File: src/hdl/station_mgmt_pkg.sv
// constants and types shared by the station management block
package station_mgmt_pkg;

  // register byte offsets on the bus
  localparam logic [15:0] OFF_DATA = 16'ha018;
  localparam logic [15:0] OFF_CONTROL = 16'ha01c;
  localparam logic [15:0] OFF_CAM_MASK = 16'ha028;
  localparam logic [15:0] OFF_MISSED = 16'ha03c;
  localparam logic [15:0] OFF_RX_PAUSE = 16'ha040;
  localparam logic [15:0] OFF_REMOTE_PAUSE = 16'ha044;
  localparam logic [15:0] OFF_ALIGN_TALLY = 16'ha048;
  localparam logic [15:0] OFF_CHECKSUM_TALLY = 16'ha04c;

  // station_mgmt_control field positions
  localparam int CTL_REG_LSB = 0;
  localparam int CTL_PHY_LSB = 5;
  localparam int CTL_WRITE_BIT = 10;
  localparam int CTL_BUSY_BIT = 11;
  localparam int CTL_SKIP_PRE_BIT = 12;
  localparam int CTL_DIV_LSB = 13;

  // reset values
  localparam logic [31:0] DATA_RESET = 32'h00000000;
  localparam logic [31:0] CONTROL_RESET = 32'h00008000;
  localparam logic [31:0] CAM_MASK_RESET = 32'h00000000;
  localparam logic [15:0] COUNT_RESET = 16'h0000;
  localparam logic [2:0] DIV_RESET = CONTROL_RESET[15:13];

  // cam size and missed counter rollover point
  localparam int CAM_SLOTS = 21;
  localparam int CAM_IMPLEMENTED = 21;
  localparam logic [15:0] MISSED_ROLL_FROM = 16'h7fff;

  // management frame layout, bit 0 is the first bit on the wire
  localparam logic [3:0] MDC_HALF_BASE = 4'h8;
  localparam logic [5:0] IDX_FIRST_FULL = 6'h00;
  localparam logic [5:0] IDX_FIRST_NO_PRE = 6'h20;
  localparam logic [5:0] IDX_TURNAROUND = 6'h2e;
  localparam logic [5:0] IDX_DATA = 6'h30;
  localparam logic [5:0] IDX_LAST = 6'h3f;
  localparam logic [31:0] PREAMBLE = 32'hffffffff;
  localparam logic [1:0] START_CODE = 2'h1;
  localparam logic [1:0] OP_WRITE = 2'h1;
  localparam logic [1:0] OP_READ = 2'h2;
  localparam logic [1:0] TA_WRITE = 2'h2;
  localparam logic [1:0] TA_READ = 2'h3;

  typedef enum logic {ENG_IDLE, ENG_RUN} engine_state_type;

endpackage : station_mgmt_pkg

File: src/hdl/mac_station_mgmt_and_counters.sv
// station management registers, phy management link and mac event counters
//
// Behaviour
// - 16-bit management data register holds write value or returned read value
// - control bits 4:0 pick the register inside the phy
// - control bits 9:5 give the phy address
// - control bit 10 set means write, clear means read
// - software writes busy bit 11 to start; hardware clears it when done
// - skip_preamble bit 12 drops the preamble, otherwise it is sent
// - mdc period is divider field times two plus sixteen clocks; resets 100
// - management registers never touch the mac data path
// - each of 21 cam mask bits enables its cam location
// - mask bits above the implemented cam entries are ignored
// - reading the missed counter returns it and clears it
// - missed counter step 7fff to 8000 flags mac control and may interrupt
// - software may preload the missed counter near rollover
// - missed counter counts drops from overflow, parity and receive disabled
// - alignment tally counts packets whose status shows alignment error
// - checksum tally counts crc errors without an alignment error, not other errors
// - read-only 16-bit count of slots our transmitter was paused
// - separate readable 16-bit remote pause counter
// - remote counter counts slots the far station was paused by us
`timescale 1ns/1ps
module mac_station_mgmt_and_counters
  import station_mgmt_pkg::*;
(
  input wire logic pclk,
  input wire logic presetn,
  input wire logic psel,
  input wire logic penable,
  input wire logic pwrite,
  input wire logic [15:0] paddr,
  input wire logic [31:0] pwdata,
  output logic [31:0] prdata,
  output logic pready,
  output logic pslverr,
  output logic mdc,
  input wire logic mdio_in,
  output logic mdio_out,
  output logic mdio_oe_n,
  output logic [CAM_SLOTS-1:0] cam_location_valid_bits,
  input wire logic drop_fifo_overflow,
  input wire logic drop_fifo_parity,
  input wire logic drop_rx_disabled,
  input wire logic rx_status_valid,
  input wire logic rx_status_align_err,
  input wire logic rx_status_crc_err,
  input wire logic rx_pause_slot,
  input wire logic remote_pause_slot,
  input wire logic missed_int_enable,
  output logic missed_rollover,
  output logic missed_irq
);

  typedef struct packed {
    logic [15:0] data;
    logic [4:0] reg_addr;
    logic [4:0] phy_addr;
    logic is_write;
    logic busy;
    logic skip_pre;
    logic [2:0] divider;
    logic [CAM_SLOTS-1:0] cam_mask;
    logic [15:0] missed;
    logic [15:0] align_tally;
    logic [15:0] checksum_tally;
    logic [15:0] rx_pause;
    logic [15:0] remote_pause;
    logic [31:0] rdata;
    logic rd_ready;
    logic rd_err;
    logic start;
    logic rollover;
  } regs_type;

  regs_type r_reg;
  regs_type r_next;

  logic setup;
  logic access_done;
  logic wr_done;
  logic rd_done;
  logic mapped;
  logic missed_event;
  logic [15:0] missed_base;
  logic [15:0] missed_step;
  logic eng_done;
  logic [15:0] eng_rdata;
  logic [31:0] control_view;

  // the engine only ever sees the management fields, never mac data-path state
  mgmt_serial_engine engine (
    .pclk(pclk),
    .presetn(presetn),
    .start(r_reg.start),
    .is_write(r_reg.is_write),
    .skip_preamble(r_reg.skip_pre),
    .mgmt_clock_divider(r_reg.divider),
    .phy_addr(r_reg.phy_addr),
    .reg_addr(r_reg.reg_addr),
    .wdata(r_reg.data),
    .mdio_in(mdio_in),
    .done(eng_done),
    .rdata(eng_rdata),
    .mdc(mdc),
    .mdio_out(mdio_out),
    .mdio_oe_n(mdio_oe_n)
  );

  always_comb
  begin
    control_view = '0;
    control_view[CTL_REG_LSB +: 5] = r_reg.reg_addr;
    control_view[CTL_PHY_LSB +: 5] = r_reg.phy_addr;
    control_view[CTL_WRITE_BIT] = r_reg.is_write;
    control_view[CTL_BUSY_BIT] = r_reg.busy;
    control_view[CTL_SKIP_PRE_BIT] = r_reg.skip_pre;
    control_view[CTL_DIV_LSB +: 3] = r_reg.divider;
  end

  always_comb
  begin
    unique case (paddr)
      OFF_DATA, OFF_CONTROL, OFF_CAM_MASK, OFF_MISSED, OFF_RX_PAUSE,
      OFF_REMOTE_PAUSE, OFF_ALIGN_TALLY, OFF_CHECKSUM_TALLY: mapped = 1'b1;
      default: mapped = 1'b0;
    endcase
  end

  // reads are captured in the setup cycle, so every access phase lasts one cycle
  assign setup = psel && !penable;
  assign access_done = psel && penable;
  assign wr_done = access_done && pwrite && mapped;
  assign rd_done = access_done && !pwrite && mapped;

  assign missed_event = drop_fifo_overflow || drop_fifo_parity || drop_rx_disabled;

  always_comb
  begin
    r_next = r_reg;
    r_next.start = 1'b0;
    r_next.rollover = 1'b0;
    r_next.rd_ready = 1'b0;

    if (setup)
    begin
      r_next.rd_ready = 1'b1;
      r_next.rd_err = !mapped;
      r_next.rdata = '0;
      unique case (paddr)
        OFF_DATA: r_next.rdata = {16'h0000, r_reg.data};
        OFF_CONTROL: r_next.rdata = control_view;
        OFF_CAM_MASK: r_next.rdata = 32'(r_reg.cam_mask);
        OFF_MISSED: r_next.rdata = {16'h0000, r_reg.missed};
        OFF_RX_PAUSE: r_next.rdata = {16'h0000, r_reg.rx_pause};
        OFF_REMOTE_PAUSE: r_next.rdata = {16'h0000, r_reg.remote_pause};
        OFF_ALIGN_TALLY: r_next.rdata = {16'h0000, r_reg.align_tally};
        OFF_CHECKSUM_TALLY: r_next.rdata = {16'h0000, r_reg.checksum_tally};
        default: r_next.rdata = '0;
      endcase
    end

    if (wr_done && paddr == OFF_DATA)
      r_next.data = pwdata[15:0];

    // control is frozen while a transfer runs so the frame cannot change mid-flight
    if (wr_done && paddr == OFF_CONTROL && !r_reg.busy)
    begin
      r_next.reg_addr = pwdata[CTL_REG_LSB +: 5];
      r_next.phy_addr = pwdata[CTL_PHY_LSB +: 5];
      r_next.is_write = pwdata[CTL_WRITE_BIT];
      r_next.skip_pre = pwdata[CTL_SKIP_PRE_BIT];
      r_next.divider = pwdata[CTL_DIV_LSB +: 3];
      r_next.busy = pwdata[CTL_BUSY_BIT];
      r_next.start = pwdata[CTL_BUSY_BIT];
    end

    if (eng_done)
    begin
      if (!r_reg.is_write)
        r_next.data = eng_rdata;
      r_next.busy = 1'b0;
    end

    if (wr_done && paddr == OFF_CAM_MASK)
      r_next.cam_mask = pwdata[CAM_SLOTS-1:0];

    // a read clears only what was reported; events after the snapshot survive
    missed_base = r_reg.missed;
    if (rd_done && paddr == OFF_MISSED)
      missed_base = r_reg.missed - r_reg.rdata[15:0];
    if (wr_done && paddr == OFF_MISSED)
      missed_base = pwdata[15:0];
    missed_step = missed_base + 16'(missed_event);
    r_next.missed = missed_step;
    if (missed_event && missed_base == MISSED_ROLL_FROM)
      r_next.rollover = 1'b1;

    if (rx_status_valid && rx_status_align_err)
      r_next.align_tally = r_reg.align_tally + 16'h0001;
    if (rx_status_valid && rx_status_crc_err && !rx_status_align_err)
      r_next.checksum_tally = r_reg.checksum_tally + 16'h0001;

    if (rx_pause_slot)
      r_next.rx_pause = r_reg.rx_pause + 16'h0001;
    if (remote_pause_slot)
      r_next.remote_pause = r_reg.remote_pause + 16'h0001;
  end

  always_ff @(posedge pclk or negedge presetn)
  begin
    if (!presetn)
    begin
      r_reg <= '0;
      r_reg.data <= DATA_RESET[15:0];
      r_reg.divider <= DIV_RESET;
      r_reg.cam_mask <= CAM_MASK_RESET[CAM_SLOTS-1:0];
      r_reg.missed <= COUNT_RESET;
      r_reg.align_tally <= COUNT_RESET;
      r_reg.checksum_tally <= COUNT_RESET;
      r_reg.rx_pause <= COUNT_RESET;
      r_reg.remote_pause <= COUNT_RESET;
    end
    else
      r_reg <= r_next;
  end

  // entries beyond the built cam never show as valid
  genvar slot;
  generate
    for (slot = 0; slot < CAM_SLOTS; slot++)
    begin : cam_gate
      if (slot < CAM_IMPLEMENTED)
      begin : built
        assign cam_location_valid_bits[slot] = r_reg.cam_mask[slot];
      end
      else
      begin : absent
        assign cam_location_valid_bits[slot] = 1'b0;
      end
    end
  endgenerate

  assign pready = access_done && r_reg.rd_ready;
  assign pslverr = access_done && r_reg.rd_ready && r_reg.rd_err;
  assign prdata = r_reg.rdata;
  assign missed_rollover = r_reg.rollover;
  assign missed_irq = r_reg.rollover && missed_int_enable;

endmodule : mac_station_mgmt_and_counters

File: src/hdl/mgmt_serial_engine.sv
// management serial frame engine: mdc divider, shift out, read sampling
`timescale 1ns/1ps
module mgmt_serial_engine
  import station_mgmt_pkg::*;
(
  input wire logic pclk,
  input wire logic presetn,
  input wire logic start,
  input wire logic is_write,
  input wire logic skip_preamble,
  input wire logic [2:0] mgmt_clock_divider,
  input wire logic [4:0] phy_addr,
  input wire logic [4:0] reg_addr,
  input wire logic [15:0] wdata,
  input wire logic mdio_in,
  output logic done,
  output logic [15:0] rdata,
  output logic mdc,
  output logic mdio_out,
  output logic mdio_oe_n
);

  typedef struct packed {
    engine_state_type state;
    logic sync1;
    logic sync2;
    logic [3:0] cnt;
    logic [5:0] idx;
    logic [63:0] frame;
    logic is_read;
    logic mdc;
    logic mdio_out;
    logic oe_n;
    logic done;
    logic [15:0] rdata;
  } engine_type;

  engine_type s_reg;
  engine_type s_next;
  logic [3:0] half;
  logic [5:0] idx_inc;

  always_comb
  begin
    s_next = s_reg;
    half = 4'(mgmt_clock_divider) + MDC_HALF_BASE;
    idx_inc = s_reg.idx + 6'h01;
    s_next.sync1 = mdio_in;
    s_next.sync2 = s_reg.sync1;
    s_next.done = 1'b0;
    unique case (s_reg.state)
      ENG_IDLE:
      begin
        if (start)
        begin
          s_next.frame = {PREAMBLE, START_CODE, is_write ? OP_WRITE : OP_READ,
                          phy_addr, reg_addr, is_write ? TA_WRITE : TA_READ, wdata};
          s_next.idx = skip_preamble ? IDX_FIRST_NO_PRE : IDX_FIRST_FULL;
          s_next.is_read = ~is_write;
          s_next.cnt = 4'h0;
          s_next.mdc = 1'b0;
          s_next.mdio_out = skip_preamble ? START_CODE[1] : PREAMBLE[31];
          s_next.oe_n = 1'b0;
          s_next.state = ENG_RUN;
        end
      end
      ENG_RUN:
      begin
        s_next.cnt = s_reg.cnt + 4'h1;
        if (s_reg.cnt == half - 4'h1)
        begin
          s_next.cnt = 4'h0;
          if (!s_reg.mdc)
          begin
            s_next.mdc = 1'b1;
            // the phy drives read data while mdc is low, so sample at the rise
            if (s_reg.is_read && s_reg.idx >= IDX_DATA)
              s_next.rdata = {s_reg.rdata[14:0], s_reg.sync2};
          end
          else
          begin
            s_next.mdc = 1'b0;
            if (s_reg.idx == IDX_LAST)
            begin
              s_next.state = ENG_IDLE;
              s_next.done = 1'b1;
              s_next.oe_n = 1'b1;
              s_next.mdio_out = 1'b1;
            end
            else
            begin
              s_next.idx = idx_inc;
              s_next.mdio_out = s_reg.frame[6'h3f - idx_inc];
              // release the line from the turnaround onward on reads
              s_next.oe_n = s_reg.is_read && idx_inc >= IDX_TURNAROUND;
            end
          end
        end
      end
    endcase
  end

  always_ff @(posedge pclk or negedge presetn)
  begin
    if (!presetn)
    begin
      s_reg <= '0;
      s_reg.state <= ENG_IDLE;
      s_reg.mdio_out <= 1'b1;
      s_reg.oe_n <= 1'b1;
    end
    else
      s_reg <= s_next;
  end

  assign done = s_reg.done;
  assign rdata = s_reg.rdata;
  assign mdc = s_reg.mdc;
  assign mdio_out = s_reg.mdio_out;
  assign mdio_oe_n = s_reg.oe_n;

endmodule : mgmt_serial_engine

File: config.mk
export PLATFORM = sky130hd
export DESIGN_NAME = mac_station_mgmt_and_counters
export DESIGN_NICKNAME = d
export VERILOG_FILES = /design/src/hdl/station_mgmt_pkg.sv /design/src/hdl/mac_station_mgmt_and_counters.sv /design/src/hdl/mgmt_serial_engine.sv
export SDC_FILE = /design/constraint.sdc
export NUM_CORES = 1
export LEC_CHECK = 0
export ABC_AREA = 1
export BUFFER_PORTS_ARGS = -buffer_cell sky130_fd_sc_hd__buf_4
export CAP_MARGIN = 0
export CORE_ASPECT_RATIO = 1.5
export CORE_UTILIZATION = 25
export CTS_BUF_LIST = sky130_fd_sc_hd__clkbuf_8 sky130_fd_sc_hd__clkbuf_16
export DETAILED_ROUTE_END_ITERATION = 10
export GPL_TIMING_DRIVEN = 0
export SKIP_LAST_GASP = 1
export SLEW_MARGIN = 10
export SYNTH_ARGS = -nofsm -noshare
export SYNTH_HDL_FRONTEND = slang
export SYNTH_SLANG_ARGS = --single-unit
File: constraint.sdc
create_clock -name pclk -period 3.45 [get_ports pclk]
set_input_delay 0.345 -clock pclk [delete_from_list [all_inputs] [get_ports pclk]]
set_output_delay 0.345 -clock pclk [all_outputs]
set_load 0.05 [all_outputs]
[Word level (Yosys, flattened, before mapping)]
Index checks and enable logic that the tools add are counted.
Storage, ports and cells
  output and inout bits: 60
  memories kept: 0
  memory bits (writable): 0
  word-level logic and storage cells: 134
  memory bits (read-only): 0
  bits in registers: 223
  latch bits: 0
  bits of input ports: 63
Operators by class
  bitwise gates (word level): 3
  muxes and demuxes: 37
  equal/unequal tests: 15
  div/mod/pow operators: 0
  reductions and logical operators: 35
  $add $sub $neg: 11
  order comparisons: 3
  shift-type cells: 0
  multipliers: 0
Operators with widths (number)
  $pmux 21 s8: 1
  $eq 16x16->1 const B: 8
  $mux 16: 7
  $mux 78: 1
  $add 16x1->16 const B: 4
  $logic_and 1x1->1: 21
  $mux 20: 1
  $pmux 10 s2: 1
  $mux 6: 3
  $mux 17: 1
  $add 16x1->16: 1
  $eq 16x15->1 const B: 1
  $sub 16x16->16: 1
  $mux 1: 13
  $ge 6x6->1 const B: 2
  $mux 10: 1
  $ne 2x2->1 const B: 4
  $reduce_and 4->1: 2
  $reduce_or 8->1: 1
  $lt 6x7->1 const B: 1
  $add 6x1->6 const B: 1
  $bmux 1 s6: 1
  $eq 6x6->1 const B: 1
  $mux 2: 3
  15 further kinds: 23

[Depth between registers and ports, before layout]
Gate-level depths: netlist of the first run.
  word-level depth: 10
  gate-level depth with buffers: 21
  mapped depth without buffers: 20

[Cells and area by module]
From an unflattened synthesis of the first run, not the netlist that was laid out.
Unflattened totals
  cells, all modules: 1664
  area, all modules: 12851.1 sq um
By module, submodules not included
  mac_station_mgmt_and_counters: instances 1, cells each 1267, sequential area each 3955.0 sq um, area an instance 9643.0 sq um
  mgmt_serial_engine: instances 1, cells each 397, sequential area each 1554.0 sq um, area an instance 3208.1 sq um

[Worst setup path before layout of the first run]
Ideal clock, no wire load.
  path type: input port to flip-flop
  start point: input paddr[11]
  end point: register r_reg[114] in the netlist's numbering
  setup time: 0.117 ns
  stages: 19
  buffers on the path: 1
  setup slack: 1.008 ns
  arrival time: 2.325 ns
  data required time: 3.333 ns
  cell sequence: nor2_1 nand2_2 nor2_8 nand2_8 nor2_8 buf_4 a21oi_1 o21ai_0 o21ai_0 inv_1 ha_1 ha_1 nand3_2 nor2_4 inv_1 nor2_2 nand3_1 nand2_1 nand2_1
On the way
  word-level cells in the longest chain between the ends: 8
  elaborated cells on any way between the ends: 17
  those cells by class: 1 x add/sub; 8 x eq/ne; 3 x mux; 5 x reduce/logical
Ends and longest elaborated chain
  from (decl): line mac_station_mgmt_and_counters.sv:32  | input wire logic [15:0] paddr,
  $eq 16x16->1 (on tied branches): line mac_station_mgmt_and_counters.sv:123, mac_station_mgmt_and_counters.sv:190, mac_station_mgmt_and_counters.sv:192
  $reduce_or 8->1: line mac_station_mgmt_and_counters.sv:123  | unique case (paddr)
  $mux 1: line mac_station_mgmt_and_counters.sv:123
  $logic_and 1x1->1: line mac_station_mgmt_and_counters.sv:134  | assign rd_done = access_done && !pwrite && mapped;
  $logic_and 1x1->1: line mac_station_mgmt_and_counters.sv:190  | if (rd_done && paddr == OFF_MISSED)
  $mux 16: line mac_station_mgmt_and_counters.sv:190
  $mux 16 *: line mac_station_mgmt_and_counters.sv:192  | if (wr_done && paddr == OFF_MISSED)
  $add 16x1->16 *: line mac_station_mgmt_and_counters.sv:194  | missed_step = missed_base + 16'(missed_event);
  named net missed_step[14]: line mac_station_mgmt_and_counters.sv:86  | logic [15:0] missed_step;
  to (signal assigned): line mac_station_mgmt_and_counters.sv:225  | r_reg <= r_next;
  to (decl): line mac_station_mgmt_and_counters.sv:76  | regs_type r_reg;
Mark *: on every way through the listed nets, which the timed path passes. The rest lies on a longest branch.
A chain may end at the register's enable or synchronous reset.

==> impl_metrics.tcl, run 1 <==
set metrics [dict create \
    clk_latency_ns 0.52 \
    grt_max_degree 93 \
    synth.top_cell.area_share_pct 43.0 \
    path_cells "inv_1 > ha_1 > inv_1 > fa_1 > nand2_1 > nand2_1 > nand3_1 > nand2_1 > nand2_1 > nand2_1 > nand2_1 > nand3_1 > a21oi_2 > nand2_1 > nor2_2 > nand3_1 > nor2_1" \
    worstMarginPinSlew_ns 0.905 \
    netlist_top_cells_area "dfrtp_1 43%, nand2_1 10%, inv_1 8.1%" \
    synth_seq_area_share_pct 43.6 \
    start_kind "flip-flop" \
    cellLeakagePower_nw 7.63 \
    synth.most_common_cell "nand2_1" \
    clockBufferDepth 3 \
    relSlewSlack_pct 39.2 \
    die_w_um 186 \
    fmax_ghz 0.377 \
    syn_avg_cell_area_um2 8.00 \
    ios 123 \
    cts_max_level 1 \
    wl_met1_um 14100 \
    async_flop_share_pct 100 \
    critPathMaxStageDelay_ns 0.42 \
    synth_area_um2 12600 \
    fill_cells 5390 \
    end_kind "flip-flop" \
    cts_tree "done" \
    fin_setup_tns_ns 0 \
    ys_dominant_reg_cell "dfrtp_1" \
    rows 100 \
    synth_edf_count 0 \
    gr-total-overflow 0 \
    post_cts_resized 0 \
    crit_required_ns 3.90 \
    num-nets-final 1804 \
    drt_first_pass_iters 5 \
    wl_met2_um 21000 \
    outcome "complete, no violations" \
    vias 10596 \
    grt.total_usage_pct 15.4 \
    report.final.setup_viol 0 \
    place_congestion 0.933 \
    crit_slowest_cell "fa_1" \
    routedWlPerCell_um 16.3 \
    skew_ns 0.0172 \
    final_max_slew_viol_count 0 \
    insertedDiodeCount 0 \
    via_per_inst 4.43 \
    start_util_pct 25.4 \
    worstPathMaxFanout 3 \
    p_per_area_nw_per_um2 450 \
    hpwlAfterDp_um 31700 \
    finalCritPeriodShare_pct 77.0 \
    fin_crit_ns 2.66 \
    crit_buf_inv 2 \
    cp.arrival_ns 3.11 \
    largest_register_ffs 99 \
    rsz0062_at_grt "no" \
    antenna_found_initial 0 \
    cp_top_family "simple AND/OR/NAND/NOR gates" \
    antenna_left 0 \
    vdd_drop_max_uv 229 \
    cts_sinks 220 \
    grt_pass1_wl_um 60500 \
    synth_common_cells "349 x nand2_1, 272 x inv_1, 217 x dfrtp_1" \
    setup_slack_ns 0.795 \
    syn_inst 1579 \
    yosys_warnings 0 \
    crit_top_cell "nand2_1" \
    pre_cts_slack_ns 0.216 \
    die_h_um 277 \
    ys_ff_latch 220 \
    fin_util_pct 30.1 \
    maxCapViolCount 0 \
    grt_pass1_vias 10934 \
    synth_largest_area_cell "dfrtp_1" \
    crit_type "flip-flop to flip-flop" \
    root_buffer "clkbuf_16" \
    hold_viol_final 0 \
    drive_gt1_share_pct 16.0 \
    totalPowerFinal_mw 6.74 \
    remaining_drc_errors 0 \
    hold_path.class "primary input to flip-flop" \
    io_buffers 100 \
    clk_pin_slew_ns 0.07 \
    wl_met3_um 1050 \
    routed_wl_um 39000 \
    ys_types 49 \
    numCtsBuffers 20 \
    dieArea_um2 51400 \
    top_layer "met4" \
    design.core.area_um2 49800 \
    area_delta_synth_final_pct 18.6 \
    drt_iter0_drc 511 \
]
-- worst min-delay path, stage by stage --
cell,delay (ns)
buf_4,0.08
nand2_1,0.04
o21ai_0,0.05
-- final timing paths --
path | cells past startpoint | end | slack [ns] | startpoint
setup / recovery | 17 | missed_rollover | 0.79 | r_reg[100]
max in group asynchronous | 4 | engine.mdio_oe_n | 1.87 | presetn
hold / removal | 3 | cam_location_valid_bits[20] | 0.03 | pwdata[20]
hold reg to reg | 0 | engine.s_reg[95] | 0.36 | engine.s_next[95]
setup reg to reg | 17 | missed_rollover | 0.79 | r_reg[100]
min in group asynchronous | 2 | r_reg[3] | 0.31 | presetn
-- per-stage QoR --
stage | std cells | instance area (um^2) | hold slack (ns)
2_1_floorplan | 1589 | 12700 | 0.0494
3_3_place_gp | 2352 | 14200 | 0.339
3_5_place_dp | 2354 | 14300 | 0.253
4_1_cts | 2390 | 15000 | 0.0185
5_1_grt | 2390 | 15000 | 0.0486
6_report | 2390 | 15000 | 0.0349
-- area by class of cell --
class                   instances  area (um^2)  area share, %
repair buffers                104          833           5.56
plain buffers                  93          581           3.88
multi-input cells             997         5530           36.9
flip-flops and latches        220         5510           36.8
well taps                     663          830           5.54
clock buffers                  22          539           3.60
clock inverters                12          109          0.727
inverters                     279         1050           7.02
-- report_power, final --
group          leakage, nW  switching [mW]  internal, mW
logic                 4.56           0.916         0.496
registers             2.73           0.213          2.81
clock network        0.334            1.03          1.27
total                 7.63            2.16          4.58
-- repair_timing --
item | in CTS | in global routing
buffers inserted | 0 | 0
hold buffers | 2 | 0
endpoints found under the hold margin | 42 | 0
-- cells by family after synthesis --
logic type	share of synthesized area (%)
simple gates	22.5
buf+inv	12.9
compound gates	11.2
flops	43.6
xor+xnor	5.62
fa+ha+maj	2.63
mux	1.43
other cells	0.0297
-- placed cells by master (no fill, tap or decap), drive strengths merged --
| cell | synthesis | routed |
|---|---|---|
| a21oi | 26 | 26 |
| dfrtp | 217 | 217 |
| nor3 | 21 | 21 |
| and2 | 2 | 2 |
| mux2 | 16 | 16 |
| o21a | 1 | 1 |
| inv | 279 | 282 |
| buf | 65 | 167 |
| nor2 | 105 | 105 |
| ha | 25 | 25 |
| o211ai | 16 | 16 |
| bufinv | 0 | 2 |
| nor3b | 1 | 1 |
| o2111ai | 1 | 1 |
| dfstp | 3 | 3 |
| or3 | 1 | 1 |
| a31oi | 1 | 1 |
| clkinv | 0 | 6 |
| clkbuf | 28 | 50 |
| xor2 | 73 | 73 |
| nand3b | 3 | 3 |
| o31ai | 9 | 9 |
| a32o | 1 | 1 |
| nor4 | 24 | 24 |
| nand3 | 72 | 72 |
| o21bai | 1 | 1 |
| o22ai | 47 | 47 |
| xnor2 | 8 | 8 |
| conb | 1 | 11 |
| a211oi | 2 | 2 |
| fa | 1 | 1 |
| clkinvlp | 0 | 1 |
| o21ai | 147 | 147 |
| dlygate4sd3 | 0 | 2 |
| nand2 | 366 | 366 |
| nand4 | 16 | 16 |
-- per-layer routing --
metal | track usage (%) | vias up
met4 | 10.7 | 0
met5 | 0 | -
met3 | 1.21 | 94
met2 | 29.2 | 215
li1 | - | 5231
met1 | 15.7 | 5056
Note: power is estimated with default switching activity, not from simulation.
==> run 2, diff against run 1 <==
==> constraint.sdc (replaced) <==
create_clock -name pclk -period 2.7 [get_ports pclk]
set_input_delay 0.27 -clock pclk [delete_from_list [all_inputs] [get_ports pclk]]
set_output_delay 0.27 -clock pclk [all_outputs]
set_load 0.05 [all_outputs]
==> run 2 against run 1 <==
Global-route usage about the same; combinational power up 33%; wire length up 0.78%; sequential share of layout area down 0.54 points; non-clock buffer count up 22; clock-buffer cell count unchanged.
==> impl_metrics.tcl, run 2 (synthesis gave the netlist of run 1 again) <==
set metrics [dict create \
    outcome "complete, no violations" \
    critPathMaxStageDelay_ns 0.73 \
    start_util_pct 25.4 \
    crit_required_ns 3.13 \
    area_delta_synth_final_pct 20.4 \
    root_buffer "clkbuf_16" \
    remaining_drc_errors 0 \
    finalCritPeriodShare_pct 97.2 \
    r2r_setup_slack_ns 0.13 \
    report.final.setup_viol 0 \
    cp.arrival_ns 3.06 \
    fmax_ghz 0.381 \
    start_kind "primary input" \
    post-route-cell-area_um2 15200 \
    crit_slowest_cell "nor3_1" \
    layout_commonest_cell "nand2_1" \
    routed_wl_um 39300 \
    end_kind "flip-flop" \
    vias 10700 \
    grt_pass1_vias 10993 \
    hp-start "pwdata[6]" \
    insertedDiodeCount 0 \
    antenna_left 0 \
    rows 100 \
    hold_viol_final 0 \
    p_per_area_nw_per_um2 572 \
    fin_crit_ns 2.62 \
    hold_path.class "primary input to flip-flop" \
    die_h_um 277 \
    grt_max_degree 93 \
    clockBufferDepth 3 \
    place_congestion 0.933 \
    drt_iter0_drc 554 \
    fin_util_pct 30.5 \
    io_buffers 100 \
    timing.rr.start "r_reg[100]" \
    cts_max_level 1 \
    drive_gt1_share_pct 16.5 \
    worstMarginPinSlew_ns 0.944 \
    path_cells "buf_4 > nor2_1 > nand2_2 > inv_2 > nand2_2 > nor3_1 > inv_1 > clkbuf_1 > o22ai_1 > nor4_1 > o21ai_0" \
    maxCapViolCount 0 \
    die_w_um 186 \
    cellLeakagePower_nw 7.73 \
    worstPathMaxFanout 10 \
    vdd_drop_max_uv 296 \
    grt.total_usage_pct 15.5 \
    crit_type "primary input to flip-flop" \
    final_max_slew_viol_count 0 \
    dpl_cell_area_um2 14300 \
    layout_common_cells "349 x nand2_1, 274 x inv_1, 217 x dfrtp_1, 161 x buf_4, 132 x o21ai_0" \
    num-nets-final 1826 \
    r2r_cells 16 \
    gr-total-overflow 0 \
    holdPathStages 3 \
    design.core.area_um2 49800 \
    relSlewSlack_pct 36.6 \
    ios 123 \
    clk_pin_slew_ns 0.07 \
    cts_sinks 220 \
    fin_setup_tns_ns 0 \
    largest_register_ffs 99 \
    hpwlAfterDp_um 31700 \
    drt_first_pass_iters 5 \
    skew_ns 0.0154 \
    grt_pass1_wl_um 60600 \
    finalNonFillerCells 2412 \
    routedWlPerCell_um 16.3 \
    dieArea_um2 51400 \
    reg2reg_to "r_reg[114]" \
    setup.worst_path.end "prdata[1]" \
    crit_top_cell "nand2_2" \
    via_per_inst 4.44 \
    dp_cells 2354 \
    critPathLaunch "paddr[11]" \
    clk_latency_ns 0.52 \
    cts_tree "done" \
    antenna_found_initial 0 \
    numCtsBuffers 20 \
    totalPowerFinal_mw 8.70 \
]
## run 2: cell count changes in the layout (fill, tap and decap cells not counted)
cell           before  now
nor2_2              6    5
fa_2                0    1
fa_1                1    0
nor2_1             86   85
ha_1               25   24
nor3_1             19   18
dlygate4sd3_1       2   16
nor3_2              2    3
inv_1             275  274
inv_2               5    6
ha_2                0    1
nor2_4              7    9
buf_4             153  161
## run 2: timing repair
| item | CTS | global route |
|---|---|---|
| resized for setup | 0 | 7 |
| endpoints found under the hold margin | 58 | 0 |
| buffers inserted | 0 | 8 |
| endpoints found under the setup margin | 0 | 18 |
| hold buffers | 16 | 0 |
## run 2: how the worst min path moves through the flow
stage,end
floorplan,cam_location_valid_bits[0]
global placement,engine.s_reg[95]
detailed placement,r_reg[3]
CTS,cam_location_valid_bits[6]
global route,cam_location_valid_bits[6]
finish,cam_location_valid_bits[6]
## run 2: critical path, delay by kind of cell
| kind | cells | cell delay, ns |
|---|---|---|
| and+or+nand+nor | 5 | 1.18 |
| buffers and inverters | 4 | 0.84 |
| AOI/OAI and AO/OA | 2 | 0.76 |
## run 2: area by class of cell
type,instances,area [um^2]
clock inverters,12,109
multi-input cells,997,5550
plain buffers,93,581
repair buffers,126,1030
well taps,663,830
fillers,5365,34600
inverters,279,1050
clock buffers,22,539
flip-flops and latches,220,5510
## run 2: metal layers
metal  GRT usage [%]  wire length [um]  vias up  part of all wire (%)
li1                -                 -     5277                     -
met1            15.8             14200     5102                    36
met2            29.2             21100      221                    54
met3            1.19              1110      100                   2.8
met4            10.7              2910        0                   7.4
met5               0                 0        -                     0
## run 2: stage by stage
stage / worst slack, ns / hold WS (ns)
detailed placement: -0.459 / 0.178
CTS: 0.0104 / 0.00303
finish: 0.0755 / 0.0141
global route: -0.0359 / 0.0389
floorplan: 0.333 / -0.0256
global placement: -0.367 / 0.339
## run 2: where the power goes
| group | switching (mW) | internal [mW] | total, mW |
|---|---|---|---|
| Sequential | 0.274 | 3.59 | 3.86 |
| Clock | 1.33 | 1.63 | 2.96 |
| Combinational | 1.19 | 0.685 | 1.88 |
==> run 3, diff against run 2 <==
--- a/config.mk
+++ b/config.mk
@@ -13,6 +13,7 @@
 export CTS_BUF_LIST = sky130_fd_sc_hd__clkbuf_8 sky130_fd_sc_hd__clkbuf_16
 export DETAILED_ROUTE_END_ITERATION = 10
 export GPL_TIMING_DRIVEN = 0
+export HOLD_SLACK_MARGIN = 0.1
 export SKIP_LAST_GASP = 1
 export SLEW_MARGIN = 10
 export SYNTH_ARGS = -nofsm -noshare
==> run 3 against run 2 <==
Core utilization is 0.18 points higher; die area stayed put; sequential share of layout area is 0.21 points lower; worst hold slack better by 0.10 ns; critical endpoint is now cam_location_valid_bits[8]; clock skew is 0.0023 ns higher; combinational power hardly changed; register-to-register slack hardly changed.
==> impl_metrics.tcl, run 3 (synthesis gave the netlist of run 1 again) <==
set metrics [dict create \
    outcome "complete, no violations" \
    reg2reg_to "r_reg[114]" \
    gr-total-overflow 0 \
    clk_latency_ns 0.52 \
    finalCritPeriodShare_pct 97.3 \
    start_util_pct 25.4 \
    crit_type "primary input to flip-flop" \
    dp_cells 2354 \
    routed_wl_um 39400 \
    timing.rr.start "r_reg[100]" \
    antenna_found_initial 0 \
    rows 100 \
    setup.worst_path.end "cam_location_valid_bits[8]" \
    relSlewSlack_pct 36.9 \
    hold_viol_final 0 \
    root_buffer "clkbuf_16" \
    r2r_setup_slack_ns 0.12 \
    via_per_inst 4.43 \
    die_h_um 277 \
    remaining_drc_errors 0 \
    p_per_area_nw_per_um2 569 \
    totalPowerFinal_mw 8.71 \
    critPathMaxStageDelay_ns 0.79 \
    drt_iter0_drc 543 \
    cellLeakagePower_nw 7.77 \
    design.core.area_um2 49800 \
    cts_max_level 1 \
    routedWlPerCell_um 16.3 \
    antenna_left 0 \
    vdd_drop_max_uv 296 \
    fmax_ghz 0.381 \
    cp.arrival_ns 3.06 \
    report.final.setup_viol 0 \
    worstMarginPinSlew_ns 0.939 \
    path_cells "buf_4 > nor2_2 > nand3_1 > nor3_1 > nor2_1 > nand3_1 > nand2_1 > nor2_2 > buf_2 > nand2_1 > o21ai_0" \
    clk_pin_slew_ns 0.07 \
    area_delta_synth_final_pct 21.1 \
    worstPathMaxFanout 10 \
    fin_crit_ns 2.63 \
    skew_ns 0.0176 \
    grt_pass1_vias 11008 \
    cts_tree "done" \
    final_max_slew_viol_count 0 \
    io_buffers 100 \
    place_congestion 0.933 \
    start_kind "primary input" \
    crit_required_ns 3.13 \
    grt_pass1_wl_um 60700 \
    drt_first_pass_iters 5 \
    layout_commonest_cell "nand2_1" \
    hold_path.class "primary input to flip-flop" \
    vias 10735 \
    layout_common_cells "349 x nand2_1, 274 x inv_1, 217 x dfrtp_1, 161 x buf_4, 132 x o21ai_0" \
    numCtsBuffers 20 \
    largest_register_ffs 99 \
    maxCapViolCount 0 \
    clockBufferDepth 3 \
    grt.total_usage_pct 15.5 \
    ios 123 \
    end_kind "flip-flop" \
    num-nets-final 1835 \
    r2r_cells 16 \
    critPathLaunch "paddr[1]" \
    dieArea_um2 51400 \
    hpwlAfterDp_um 31700 \
    drive_gt1_share_pct 16.4 \
    finalNonFillerCells 2421 \
    crit_slowest_cell "nor3_1" \
    die_w_um 186 \
    insertedDiodeCount 0 \
    grt_max_degree 93 \
    cts_sinks 220 \
]
-- run 3: power by group --
part,internal [mW],switching [mW]
combinational,0.693,1.19
clock,1.63,1.33
sequential,3.59,0.275
total,5.91,2.80
-- run 3: critical path: cells and delay by family --
| family | cells | cell delay (ns) |
|---|---|---|
| buf+inv | 2 | 0.53 |
| compound gates | 1 | 0.08 |
| simple gates | 8 | 2.17 |
-- run 3: repair_timing --
action | in CTS | in global routing
buffers inserted | 0 | 8
hold buffers | 25 | 0
setup endpoints to repair | 0 | 18
gates resized for setup | 0 | 7
hold endpoints to repair | 161 | 0
-- run 3: metrics by stage --
step                worst slack, ns  util, %  hold WS [ns]  cell area, um^2  TNS, ns
floorplan                     0.333        -       -0.0256            12700        0
global placement             -0.367     28.6         0.339            14200   -71.77
detailed placement           -0.459     28.7         0.178            14300   -11.91
CTS                          0.0104     30.5         0.112            15200        0
global route                -0.0359     30.7         0.108            15300  -0.0359
finish                       0.0722     30.7         0.115            15300        0
-- run 3: final cells by class --
cell class	instances	area, um^2
plain buffers	93	581
clock buffers	22	539
clock inverters	12	109
fillers	5350	34500
inverters	279	1050
multi-input cells	997	5550
flip-flops and latches	220	5510
well taps	663	830
repair buffers	135	1120
-- run 3: layer usage --
| metal | vias up | track usage, % | wire length [um] |
|---|---|---|---|
| met3 | 100 | 1.19 | 952 |
| li1 | 5292 | - | - |
| met2 | 219 | 29.2 | 21200 |
| met4 | 0 | 10.7 | 2890 |
| met1 | 5124 | 15.8 | 14400 |
| met5 | - | 0 | 0 |
-- run 3: worst min-delay path by stage --
stage,to,start,cells after the start,slack (ns)
finish,cam_location_valid_bits[0],pwdata[0],3,0.11
detailed placement,r_reg[3],presetn,1,0.18
floorplan,cam_location_valid_bits[0],presetn,0,-0.03
global placement,engine.s_reg[95],engine.s_next[95],0,0.34
CTS,cam_location_valid_bits[0],pwdata[0],3,0.11
global route,cam_location_valid_bits[0],pwdata[0],3,0.11
